### config.mk
export PLATFORM = sky130hd
export DESIGN_NAME = segment_display
export DESIGN_NICKNAME = d
export VERILOG_FILES = /design/src/display_pkg.sv /design/src/frame_if.sv /design/src/frame_timer.sv /design/src/segment_display.sv
export SDC_FILE = /design/constraint.sdc
export NUM_CORES = 1
export LEC_CHECK = 0
export BUFFER_PORTS_ARGS = -buffer_cell sky130_fd_sc_hd__buf_2
export CAP_MARGIN = 20
export CORE_ASPECT_RATIO = 2
export CORE_MARGIN = 2
export CORE_UTILIZATION = 44
export CTS_CLUSTER_DIAMETER = 60
export DETAILED_ROUTE_END_ITERATION = 8
export SYNTH_ARGS = -nofsm -noshare
export SYNTH_HDL_FRONTEND = slang
export SYNTH_SLANG_ARGS = --single-unit
export TNS_END_PERCENT = 50
### constraint.sdc
create_clock -name ref_clk_in -period 3 [get_ports ref_clk_in]
set_clock_uncertainty 0.1 [all_clocks]
set_input_delay 0.6 -clock ref_clk_in [delete_from_list [all_inputs] [get_ports ref_clk_in]]
set_output_delay 0.6 -clock ref_clk_in [all_outputs]
set_load 0.05 [all_outputs]
### src/display_pkg.sv
/*
 * shared constants, types and level functions of the segment display driver.
 * assumes one 125 MHz clock domain; no bus, all controls are plain ports.
 */
package display_pkg;

    localparam int NUM_SEG = 48;
    localparam int NUM_BP = 4;
    localparam int GROUP_W = 8;
    localparam int GROUP_BITS = 3;
    localparam int FRAME_DIV = 120;
    localparam int STEPS_PER_FRAME = 8;
    localparam int TICKS_PER_STEP = FRAME_DIV / STEPS_PER_FRAME;
    localparam logic [3:0] TICK_LAST = 4'(TICKS_PER_STEP - 1);
    localparam logic [3:0] TICK_ZERO = 4'h0;
    localparam logic [2:0] STEP_ZERO = 3'h0;
    localparam logic [2:0] STEP_ONE = 3'h1;
    localparam int SLAVE_BIT = 7;
    localparam int POL_BIT = 2;

    // drive levels: ground, 1/3, 2/3, full display supply
    localparam logic [1:0] LVL_GND = 2'h0;
    localparam logic [1:0] LVL_THIRD = 2'h1;
    localparam logic [1:0] LVL_TWO_THIRDS = 2'h2;
    localparam logic [1:0] LVL_FULL = 2'h3;

    // idle pattern of frame clock and sync pins
    localparam logic PIN_OFF = 1'h1;
    localparam logic CLK_ON_START = 1'h0;
    localparam logic SYNC_ON_START = 1'h1;

    typedef enum logic [1:0] {
        TM_IDLE = 2'b00,
        TM_RUN = 2'b01
    } timing_state_type;

    // backplane drive for the current step
    function automatic logic [1:0] bp_level(input logic sel, input logic pol);
        if (sel) begin
            bp_level = pol ? LVL_FULL : LVL_GND;
        end else begin
            bp_level = pol ? LVL_THIRD : LVL_TWO_THIRDS;
        end
    endfunction : bp_level

    // segment drive: full opposite swing for on, small swing for off
    function automatic logic [1:0] seg_level(input logic on, input logic pol);
        if (on) begin
            seg_level = pol ? LVL_GND : LVL_FULL;
        end else begin
            seg_level = pol ? LVL_TWO_THIRDS : LVL_THIRD;
        end
    endfunction : seg_level

endpackage : display_pkg

### src/frame_if.sv
/*
 * carrier between the display core and its frame timing generator.
 * assumes both ends share ref_clk_in.
 */
`timescale 1ns/100ps
`default_nettype none
interface frame_if;
    logic enable;
    logic slave;
    logic [2:0] step;
    modport timer (input enable, input slave, output step);
    modport user (output enable, output slave, input step);
endinterface : frame_if
`default_nettype wire

### src/frame_timer.sv
/*
 * frame timing: divides the selected input clock into 8 steps per frame,
 * or follows an external master's clock and sync in slave mode.
 * assumes lc and frame pins are synchronous to ref_clk_in.
 */
`timescale 1ns/100ps
`default_nettype none
module frame_timer
    import display_pkg::*;
(
    input wire logic ref_clk_in,
    input wire logic resetn_in,
    frame_if.timer frame,
    input wire logic frame_clock_option_in,
    input wire logic frame_clock_in,
    input wire logic frame_sync_in,
    output logic frame_clock_out,
    output logic frame_sync_out
);

    typedef struct packed {
        timing_state_type state;
        logic lc_prev;
        logic clkin_prev;
        logic [3:0] tick;
        logic [2:0] step;
        logic clk_o;
        logic sync_o;
    } timer_state_type;

    localparam timer_state_type TIMER_RESET = '{TM_IDLE, 1'b0, 1'b0, TICK_ZERO,
        STEP_ZERO, PIN_OFF, PIN_OFF};

    timer_state_type q_r;
    timer_state_type q_nxt;

    always_comb begin
        q_nxt = q_r;
        q_nxt.lc_prev = frame_clock_option_in;
        q_nxt.clkin_prev = frame_clock_in;
        if (!frame.enable) begin
            q_nxt.state = TM_IDLE;
            q_nxt.tick = TICK_ZERO;
            q_nxt.step = STEP_ZERO;
        end else begin
            case (q_r.state)
                TM_IDLE: begin
                    q_nxt.state = TM_RUN;
                end
                TM_RUN: begin
                    if (frame.slave) begin
                        // slave follows each change of the master clock
                        if (frame_clock_in != q_r.clkin_prev) begin
                            q_nxt.step = frame_sync_in ? STEP_ZERO : q_r.step + STEP_ONE;
                        end
                    end else if (frame_clock_option_in && !q_r.lc_prev) begin
                        // 15 input edges per step, 8 steps: 120 per frame
                        if (q_r.tick == TICK_LAST) begin
                            q_nxt.tick = TICK_ZERO;
                            q_nxt.step = q_r.step + STEP_ONE;
                        end else begin
                            q_nxt.tick = q_r.tick + 4'h1;
                        end
                    end
                end
                default: begin
                    q_nxt.state = TM_IDLE;
                end
            endcase
        end
        // master pins: 11 when off, 01 at switch-on, then running
        q_nxt.clk_o = (q_nxt.state == TM_RUN) ? q_nxt.step[0] : PIN_OFF;
        q_nxt.sync_o = (q_nxt.state == TM_RUN) ? (q_nxt.step == STEP_ZERO) : PIN_OFF;
    end

    always_ff @(posedge ref_clk_in) begin
        if (!resetn_in) begin
            q_r <= TIMER_RESET;
        end else begin
            q_r <= q_nxt;
        end
    end

    assign frame.step = q_r.step;
    assign frame_clock_out = q_r.clk_o;
    assign frame_sync_out = q_r.sync_o;
endmodule : frame_timer
`default_nettype wire

### src/segment_display.sv
/*
 * 1:4 multiplexed segment display driver core: shadow and active segment
 * storage, load and slave select, standby control and level generation.
 * assumes an external level shifter turns each 2-bit level code into the
 * four analog drive voltages, and that software keeps its start-up order.
 */
// Operation
// - quarter multiplex: four backplanes, up to 48 segment lines in display mode.
// - each segment output takes ground, 1/3, 2/3 or full supply.
// - four-bit field per pin; bit n pairs with backplane n; set means on.
// - shadow bits copy into active storage together on a load write.
// - frame rate is selected input clock divided by 120.
// - after reset: standby, ports in port mode, not driving.
// - port in display mode during standby drives low.
// - enable flag starts all waveforms at once from loaded data.
// - while active, new data shows right after its load write.
// - clearing enable drives all ports low and returns to standby.
// - master always drives frame clock and sync outputs.
// - slave takes frame clock and sync from inputs instead.
// - segment on only with full opposite swings on backplane and segment.
// - load bit 7 writes slave select with the same load.
// - master shows 01 when on, 11 when off on clock and sync.
`timescale 1ns/100ps
`default_nettype none
module segment_display
    import display_pkg::*;
(
    input wire logic ref_clk_in,
    input wire logic resetn_in,
    input wire logic seg_wr_in,
    input wire logic [1:0] seg_bank_in,
    input wire logic [GROUP_BITS-1:0] seg_group_in,
    input wire logic [GROUP_W-1:0] seg_data_in,
    input wire logic load_wr_in,
    input wire logic [7:0] load_data_in,
    input wire logic display_enable_flag_in,
    input wire logic slow_port_flag_in,
    input wire logic [NUM_SEG-1:0] seg_port_mode_in,
    input wire logic [NUM_BP-1:0] bp_port_mode_in,
    input wire logic frame_clock_option_in,
    input wire logic frame_clock_in,
    input wire logic frame_sync_in,
    output logic [2*NUM_SEG-1:0] seg_level_out,
    output logic [NUM_SEG-1:0] seg_oe_out,
    output logic [2*NUM_BP-1:0] bp_level_out,
    output logic [NUM_BP-1:0] bp_oe_out,
    output logic slow_edge_out,
    output logic slave_mode_out,
    output logic frame_clock_out,
    output logic frame_sync_out
);

    typedef struct packed {
        logic [NUM_BP-1:0][NUM_SEG-1:0] shadow;
        logic [NUM_BP-1:0][NUM_SEG-1:0] active;
        logic slave;
        logic slow;
        logic [NUM_SEG-1:0][1:0] seg_lvl;
        logic [NUM_BP-1:0][1:0] bp_lvl;
        logic [NUM_SEG-1:0] seg_oe;
        logic [NUM_BP-1:0] bp_oe;
    } core_state_type;

    core_state_type q_r;
    core_state_type q_nxt;

    frame_if frame ();

    frame_timer timer_u (
        .ref_clk_in(ref_clk_in),
        .resetn_in(resetn_in),
        .frame(frame.timer),
        .frame_clock_option_in(frame_clock_option_in),
        .frame_clock_in(frame_clock_in),
        .frame_sync_in(frame_sync_in),
        .frame_clock_out(frame_clock_out),
        .frame_sync_out(frame_sync_out)
    );

    // the timer gets the live flag so standby is entered the same cycle
    assign frame.enable = display_enable_flag_in;
    assign frame.slave = q_r.slave;

    always_comb begin
        logic pol;
        logic [1:0] bp_sel;
        pol = frame.step[POL_BIT];
        bp_sel = frame.step[1:0];
        q_nxt = q_r;
        q_nxt.slow = slow_port_flag_in;
        if (seg_wr_in) begin
            // bank picks the backplane bit of eight pins at once
            q_nxt.shadow[seg_bank_in][seg_group_in*GROUP_W +: GROUP_W] = seg_data_in;
        end
        if (load_wr_in) begin
            // one write moves every pin's field together, and sets the mode
            q_nxt.active = q_r.shadow;
            q_nxt.slave = load_data_in[SLAVE_BIT];
        end
        // port mode decides drive; reset leaves every port off
        q_nxt.seg_oe = seg_port_mode_in;
        q_nxt.bp_oe = bp_port_mode_in;
        for (int b = 0; b < NUM_BP; b++) begin
            // one backplane selected per step, polarity per half frame
            q_nxt.bp_lvl[b] = display_enable_flag_in && bp_port_mode_in[b]
                ? bp_level(bp_sel == 2'(b), pol) : LVL_GND;
        end
        for (int s = 0; s < NUM_SEG; s++) begin
            // current data shows, old data stays until the load
            q_nxt.seg_lvl[s] = display_enable_flag_in && seg_port_mode_in[s]
                ? seg_level(q_r.active[bp_sel][s], pol) : LVL_GND;
        end
    end

    // storage is not cleared: software must load before enabling
    always_ff @(posedge ref_clk_in) begin
        if (!resetn_in) begin
            q_r.slave <= 1'b0;
            q_r.slow <= 1'b0;
            q_r.seg_lvl <= '0;
            q_r.bp_lvl <= '0;
            q_r.seg_oe <= '0;
            q_r.bp_oe <= '0;
        end else begin
            q_r.slave <= q_nxt.slave;
            q_r.slow <= q_nxt.slow;
            q_r.seg_lvl <= q_nxt.seg_lvl;
            q_r.bp_lvl <= q_nxt.bp_lvl;
            q_r.seg_oe <= q_nxt.seg_oe;
            q_r.bp_oe <= q_nxt.bp_oe;
        end
        q_r.shadow <= q_nxt.shadow;
        q_r.active <= q_nxt.active;
    end

    assign seg_level_out = q_r.seg_lvl;
    assign bp_level_out = q_r.bp_lvl;
    assign seg_oe_out = q_r.seg_oe;
    assign bp_oe_out = q_r.bp_oe;
    assign slow_edge_out = q_r.slow;
    assign slave_mode_out = q_r.slave;

    // helper: number of backplanes at a full-swing level
    function automatic int full_swing_count(input logic [NUM_BP-1:0][1:0] lv);
        full_swing_count = 0;
        for (int b = 0; b < NUM_BP; b++) begin
            if (lv[b] == LVL_GND || lv[b] == LVL_FULL) begin
                full_swing_count++;
            end
        end
    endfunction : full_swing_count
endmodule : segment_display
`default_nettype wire

After elaboration in Yosys (flattened, before gate mapping):

Cells that the tools add are included.

* add/sub/neg operators: 3
* multipliers: 0
* divide/modulo/power cells: 0
* magnitude comparators: 3
* equal/unequal tests: 7
* shift operators: 2
* multiplexer cells: 71
* bitwise logic cells: 1
* reductions and logical operators: 113

Operator list (count)
* 192-bit bitwise mux: 1
* 2-bit two-way mux: 57
* 2-bit AND reduction: 54
* 48-bit binary-select mux with 2-bit select: 1
* 48-bit demux with 2-bit select: 1
* 48-bit two-way mux: 2
* 1-bit logical AND: 54
* 8-bit by 34-bit variable shift with 48-bit output (first input constant): 1
* 8-bit by 34-bit variable part select with 48-bit output: 1
* 6-bit negation with 34-bit output: 1
* 3-bit two-way mux: 7
* 2-bit by 1-bit == test with 1-bit output (second input constant): 3
* 2-bit by 3-bit less-than comparator with 1-bit output (second input constant): 2
* 4-bit by 1-bit adder with 4-bit output (second input constant): 1
* 2-bit == test (second input constant): 2
* 4-bit == test (second input constant): 1
* 2-bit logical NOT: 2
* 4-bit two-way mux: 1
* 2-bit case mux with 2 select lines: 1
* 3-bit by 1-bit adder with 3-bit output (second input constant): 1
* 3-bit logical NOT: 1
* 3-bit AND reduction: 1
* 2-bit by 1-bit >= comparator with 1-bit output (second input constant): 1
* 1-bit logical NOT: 1
* 2 further kinds: 2

* register bits: 555
* latch bits: 0
* bits in writable memories: 0
* bits in read-only memories: 0
* input port bits: 82
* memories kept: 0

Logic depth before layout (Yosys ltp):

Gate-level depths: netlist of run 1.

* depth in word-level cells: 7
* mapped depth: 7

Modules after synthesis:

From an unflattened synthesis of run 1, not the netlist that was laid out.

* cells, all modules: 1218
* area total of the unflattened synthesis: 19782.7 um^2

Modules (own cells, without submodules)
* segment_display: times used 1, cells each 1148, area an instance 19140.9 um^2
* frame_timer: times used 1, cells each 70, area an instance 641.9 um^2

Least setup slack after synthesis of run 1:

Ideal clock, no wire load.

* path kind: input to register
* start: input port seg_group_in[0]
* end: register q_r[438] (netlist bit) (enable)
* library setup time: 370 ps
* data arrival time: 2248 ps
* data required time: 2530 ps
* slack: 282 ps
* cell stages on the path: 6
* path through: inv_1 -> ha_1 -> ha_1 -> nand3b_2 -> or3_1 -> nor2_1

RTL lines
* from (decl): line segment_display.sv:32 `input wire logic [GROUP_BITS-1:0] seg_group_in,`
* to (decl): line segment_display.sv:64 `core_state_type q_r;`

==> results of run 1 <==
## stage by stage
stage	total power, mW	util, %	setup slack [ps]	hold WS, ps
after floorplan	9.184	-	281.7	300.3
after global placement	9.370	46.53	262.3	301.4
after detailed placement	9.393	46.53	214.0	304.5
after CTS	15.38	49.97	772.3	119.3
after global routing	15.71	49.97	697.7	158.7
final	15.20	49.97	752.9	153.9
## kinds of logic after synthesis
| kind of cell | count (synthesis) | share of synthesized area, % |
|---|---|---|
| adders and majority gates | 6 | 0.3810 |
| muxes | 50 | 5.607 |
| xor gates and xnor gates | 53 | 2.356 |
| DFF | 555 | 75.89 |
| other | 1 | 0.01903 |
| buffers and inverters | 247 | 8.159 |
| and+or+nand+nor | 286 | 6.972 |
| AOI/OAI and AO/OA | 19 | 0.6159 |
## worst register-to-register path: cells and delay by family, from the launching register on
family        cells  cell delay (ps)
xor+xnor          1              180
buf+inv           1              360
flops             1              680
mux               1              530
simple gates      1              210
## power groups by stage
| stage | Clock [mW] | Sequential, mW | Combinational [mW] |
|---|---|---|---|
| 2_1_floorplan | 0 | 8.56 | 0.628 |
| 3_3_place_gp | 0 | 8.55 | 0.820 |
| 3_5_place_dp | 0 | 8.56 | 0.833 |
| 4_1_cts | 6.16 | 8.39 | 0.835 |
| 5_1_grt | 6.43 | 8.40 | 0.878 |
| 6_report | 5.99 | 8.39 | 0.820 |
## registers in the layout, summed over array words and instances (netlist names)
name	flops
timer_u.frame.step	3
q_r	384
slave_mode_out	1
bp_level_out	8
timer_u.frame_sync_out	1
seg_oe_out	48
slow_edge_out	1
timer_u.q_r	8
timer_u.frame_clock_out	1
bp_oe_out	4
seg_level_out	96
## metal layers
metal	vias up	wire, um
met5	-	0
met4	0	1137
met3	65	1618
met2	267	20520
met1	4564	13020
li1	4364	-
## final timing paths
check	start	slack [ps]	depth (start not counted)	endpoint
max	seg_group_in[0]	750	8	q_r[440]
min	slow_port_flag_in	150	2	slow_edge_out
max reg2reg	timer_u.frame.step[0]	840	4	seg_level_out[23]
min reg2reg	q_r[483]	310	0	q_r[291]
## final cells by class
type / instances / area [um2] / area share, %
inverter: 54 / 202.7 / 0.9179
tap: 555 / 694.4 / 3.145
clock inverter: 29 / 270.3 / 1.224
antenna: 1 / 2.502 / 0.01133
sequential: 555 / 14960 / 67.76
timing repair buffer: 276 / 1555 / 7.043
multi-input combinational: 415 / 3146 / 14.25
clock buffer: 55 / 1247 / 5.649
## cell usage after synthesis, types with 9 or more instances
cell type / number
and3_1: 55
mux4_2: 47
nor2b_1: 9
dfxtp_1: 171
edfxtp_1: 384
clkbuf_1: 17
buf_4: 156
and2_1: 31
buf_2: 11
xor2_1: 49
nand2_1: 64
inv_1: 54
nor2_1: 104
==> results.py, run 1 <==
metrics = {
    "floorplanning": {
        "die_w_um": 153.6,
        "core-area_um2": 44190,
        "die-height_um": 303.3,
        "io_pins": 242,
        "initial_core_util_pct": 44.59,
        "die_area_um2": 46600,
        "fp-row-count": 109,
    },
    "global_route": {
        "gr-max-usage-layer": "met2",
        "use_met3_pct": 2.250,
        "grt_antenna_before_repair": 1,
        "grt_pass1_wl_mm": 54.72,
        "met2_usage_pct": 30.53,
        "grt_pass1_vias": 9597,
        "use_met1_pct": 16.40,
        "grt_max_degree": 66,
        "grt.overflow.total": 0,
        "grtUsageTotal_pct": 15.50,
    },
    "timing": {
        "slew_violations": 0,
        "fin_crit_sh_pct": 74.90,
        "fin_setup_tns_ps": 0,
        "tightest_slew_ps": 572.3,
        "finalHoldViolCount": 0,
        "max_slew_margin_pct": 61.84,
        "rsz0062_at_grt": "no",
        "setup-violations-final": 0,
        "layout_min_cycle_time_ps": 2247,
        "timing.fmax_ghz": 0.4450,
    },
    "cts": {
        "cts_tree": "done",
        "cts_hold_buf": 0,
        "htreeDepth": 2,
        "cts_setup_buffers": 0,
        "root_buffer": "clkbuf_16",
        "cts_resized": 0,
        "numCtsBuffers": 46,
        "insertion_delay_ps": 560,
        "clk_pin_slew_ps": 60,
        "cts.sinks": 555,
        "clockBufferDepth": 3,
    },
    "synth": {
        "synth_edf_count": 384,
        "synth_area_leaders": "edfxtp_1 59%, dfxtp_1 17%, buf_4 5.9%, mux4_2 5.4%, xor2_1 2.2%",
        "netlist_instances": 1217,
        "yosys.area.top_type": "edfxtp_1",
        "yosysSeqAreaShare_pct": 75.89,
        "synth_seq_cells": 555,
        "yosysUniqueCellTypes": 42,
        "syn-cell-area_um2": 19710,
        "ys.flop_type": "edfxtp_1",
        "synth.avg_cell_area_um2": 16.19,
        "syn_nets": 1305,
        "netlist.area_leader.share_pct": 58.52,
        "async_flop_share_pct": 0,
        "yosysWarnings": 0,
    },
    "placed_design": {
        "port_buffers": 234,
        "place_congestion": 0.8070,
        "post_dp_cell_area_um2": 20560,
        "dp.cells": 1855,
        "dpl.hpwl_mm": 25.34,
    },
    "final_layout": {
        "area_delta_synth_final_pct": 12.06,
        "mostFrequentLayoutCells": "384 x edfxtp_1, 233 x buf_2, 168 x dfxtp_1, 104 x nor2_1, 64 x nand2_1",
        "nFillCells": 3727,
        "final_common_cell": "edfxtp_1",
        "layout.cells.non_filler": 1940,
        "nets": 1436,
        "final_layout_size_suffix_gt1_share_pct": 29.19,
        "design_area_um2": 22080,
    },
    "flow_run": {
        "maxCapViolCount": 0,
    },
    "route": {
        "firstDrtPassIters": 4,
        "viasPerCell": 4.773,
        "wirelength_mm": 36.29,
        "drtIter0Drc": 581,
        "wl_per_cell_um": 18.71,
        "drtAntennaViolNets": 0,
        "route.detailed.drc": 0,
        "via_count": 9260,
    },
    "pwr": {
        "p_sw_share_pct": 21.85,
        "power_frac_seq_pct": 55.2,
        "p_switching_mw": 3.321,
        "p_per_area_nw_per_um2": 688.4,
        "p_clk_share_pct": 39.4,
        "irDropWorstVdd_v": 0.0004751,
        "leakage_nw": 8.175,
        "power_frac_comb_pct": 5.4,
        "internal_power_mw": 11.88,
    },
    "run_status": {
        "status": "finished clean",
    },
    "critical_path": {
        "path_max_fanout": 7,
        "arrival_ps": 2420,
        "startpoint_type": "input pin",
        "path_class": "in2reg",
        "cp_top_family": "simple AND/OR/NAND/NOR gates",
        "max_stage_delay_ps": 380,
        "required_ps": 3170,
        "crit_slowest_cell": "or3_1",
        "end_kind": "flop",
        "path_buf_inv": 3,
        "cp_common_cell": "ha_1",
        "path_cells": "buf_2, inv_1, ha_1, ha_1, nand3b_2, or3_1, nor2_1, buf_4",
    },
    "worst_hold_path": {
        "hold_path_class": "in2reg",
    },
}
Power figures use the tool's default switching activity.
==> inputs of run 2 (changes only) <==
--- a/config.mk
+++ b/config.mk
@@ -12,6 +12,7 @@
 export CORE_UTILIZATION = 44
 export CTS_CLUSTER_DIAMETER = 60
 export DETAILED_ROUTE_END_ITERATION = 8
+export PLACE_DENSITY = 0.66
 export SYNTH_ARGS = -nofsm -noshare
 export SYNTH_HDL_FRONTEND = slang
 export SYNTH_SLANG_ARGS = --single-unit
==> constraint.sdc (replaced) <==
create_clock -name ref_clk_in -period 2 [get_ports ref_clk_in]
set_clock_uncertainty 0.1 [all_clocks]
set_input_delay 0.4 -clock ref_clk_in [delete_from_list [all_inputs] [get_ports ref_clk_in]]
set_output_delay 0.4 -clock ref_clk_in [all_outputs]
set_load 0.05 [all_outputs]
==> results.py, run 2 (synthesis results as in run 1) <==
metrics = {
    "pwr": {
        "power_frac_seq_pct": 54.7,
        "p_clk_share_pct": 39.1,
        "internal_power_mw": 17.94,
        "p_per_area_nw_per_um2": 994.1,
        "power_frac_comb_pct": 6.2,
        "p_sw_share_pct": 21.98,
        "irDropWorstVdd_v": 0.0009038,
        "p_switching_mw": 5.052,
        "leakage_nw": 8.610,
    },
    "critical_path": {
        "path_buf_inv": 1,
        "crit_slowest_cell": "mux4_2",
        "max_stage_delay_ps": 580,
        "path_cells": "buf_12, mux4_2, xor2_1, and3_1",
        "arrival_ps": 2240,
        "cp_top_family": "multiplexers",
        "startpoint_type": "flop",
        "path_max_fanout": 18,
        "path_class": "reg2reg",
        "end_kind": "flop",
        "required_ps": 2360,
    },
    "flow_run": {
        "maxCapViolCount": 0,
    },
    "placed_design": {
        "dp.cells": 1888,
        "port_buffers": 234,
        "dpl.hpwl_mm": 26.25,
        "dp_slack_ps": -349.1,
        "place_congestion": 0.7962,
    },
    "timing": {
        "timing.fmax_ghz": 0.5301,
        "fin_crit_sh_pct": 94.32,
        "holdWs_ps": 69.53,
        "slew_violations": 0,
        "setup-violations-final": 0,
        "finalHoldViolCount": 0,
        "worst_slack_ps": 113.6,
        "rsz0062_at_grt": "no",
        "layout_min_cycle_time_ps": 1886,
    },
    "cts": {
        "root_buffer": "clkbuf_16",
        "cts_tree": "done",
        "numCtsBuffers": 46,
        "cts_resized": 0,
        "clk_pin_slew_ps": 70,
        "cts_setup_buffers": 0,
        "cts.sinks": 555,
        "insertion_delay_ps": 570,
        "clockBufferDepth": 3,
        "htreeDepth": 2,
    },
    "final_layout": {
        "final_layout_size_suffix_gt1_share_pct": 31.28,
        "final_common_cell": "edfxtp_1",
        "layout.cells.non_filler": 2030,
        "top_register": "q_r",
        "largest_reg_flops": 384,
        "area_delta_synth_final_pct": 17.35,
        "mostFrequentLayoutCells": "384 x edfxtp_1, 233 x buf_2, 168 x dfxtp_1, 86 x nor2_1, 64 x nand2_1",
        "nets": 1524,
    },
    "global_route": {
        "grt_antenna_before_repair": 1,
        "grt_pass1_wl_mm": 55.78,
        "grtUsageTotal_pct": 15.82,
        "grt_max_degree": 49,
        "grt.overflow.total": 0,
        "grt_pass1_vias": 10040,
    },
    "floorplanning": {
        "fp-row-count": 109,
        "io_pins": 242,
        "die-height_um": 303.3,
        "die_area_um2": 46600,
        "core-area_um2": 44190,
        "initial_core_util_pct": 44.59,
        "die_w_um": 153.6,
    },
    "route": {
        "wirelength_mm": 37.22,
        "wl_per_cell_um": 18.33,
        "via_count": 9616,
        "route.detailed.drc": 0,
        "drtIter0Drc": 577,
        "viasPerCell": 4.737,
        "drtAntennaViolNets": 0,
        "firstDrtPassIters": 4,
    },
    "run_status": {
        "status": "finished clean",
    },
    "worst_hold_path": {
        "hold_path_class": "in2reg",
    },
}
run 2: what timing repair did:
| item | 4_1_cts | 5_1_grt |
|---|---|---|
| hold buffers | 55 | 0 |
| endpoints found under the hold margin | 100 | 0 |
| setup endpoints to repair | 0 | 0 |
run 2: path summary, 6_finish.rpt:
kind / slack, ps / endpoint / cells after the start / startpoint
max: 110 / seg_level_out[77] / 4 / timer_u.frame.step[0]
min: 70 / timer_u.frame.step[1] / 4 / frame_sync_in
max reg2reg: 110 / seg_level_out[77] / 4 / timer_u.frame.step[0]
min reg2reg: 310 / q_r[206] / 0 / q_r[398]
run 2: layout make-up:
class / count / area, um2
repair buffers: 364 / 2466
inverters: 54 / 227.7
fillers: 3569 / 21060
multi-input cells: 415 / 3249
well taps: 555 / 694.4
clock inverters: 32 / 309.0
flip-flops and latches: 555 / 14960
diodes: 1 / 2.502
clock buffers: 54 / 1212
run 2: worst min-delay path, delay by kind of cell:
kind / cells / cell delay [ps]
simple gates: 2 / 150
buf+inv: 2 / 150
run 2: through the flow:
step	power, mW	TNS [ps]	utilization (%)	instance area [um2]
4_1_cts	23.27	0	52.33	23120
3_5_place_dp	14.19	-51720	47.64	21050
3_3_place_gp	14.15	-37580	47.64	21050
5_1_grt	23.74	0	52.33	23120
2_1_floorplan	13.80	-2739	-	19830
6_report	22.99	0	52.33	23120
run 2: metal layers:
| metal | GRT usage (%) | part of all wire (%) | wire (um) |
|---|---|---|---|
| met3 | 2.449 | 4.7 | 1731 |
| met5 | 0 | 0 | 0 |
| met2 | 30.17 | 55 | 20360 |
| met1 | 16.88 | 37 | 13620 |
| met4 | 7.689 | 4.1 | 1514 |
run 2: power by group through the flow:
stage               Sequential, mW  Combinational [mW]  Clock (mW)
floorplan                     12.8               0.968           0
global placement              12.8                1.33           0
detailed placement            12.8                1.35           0
CTS                           12.6                1.43        9.24
global route                  12.6                1.51        9.63
finish                        12.6                1.42        8.98
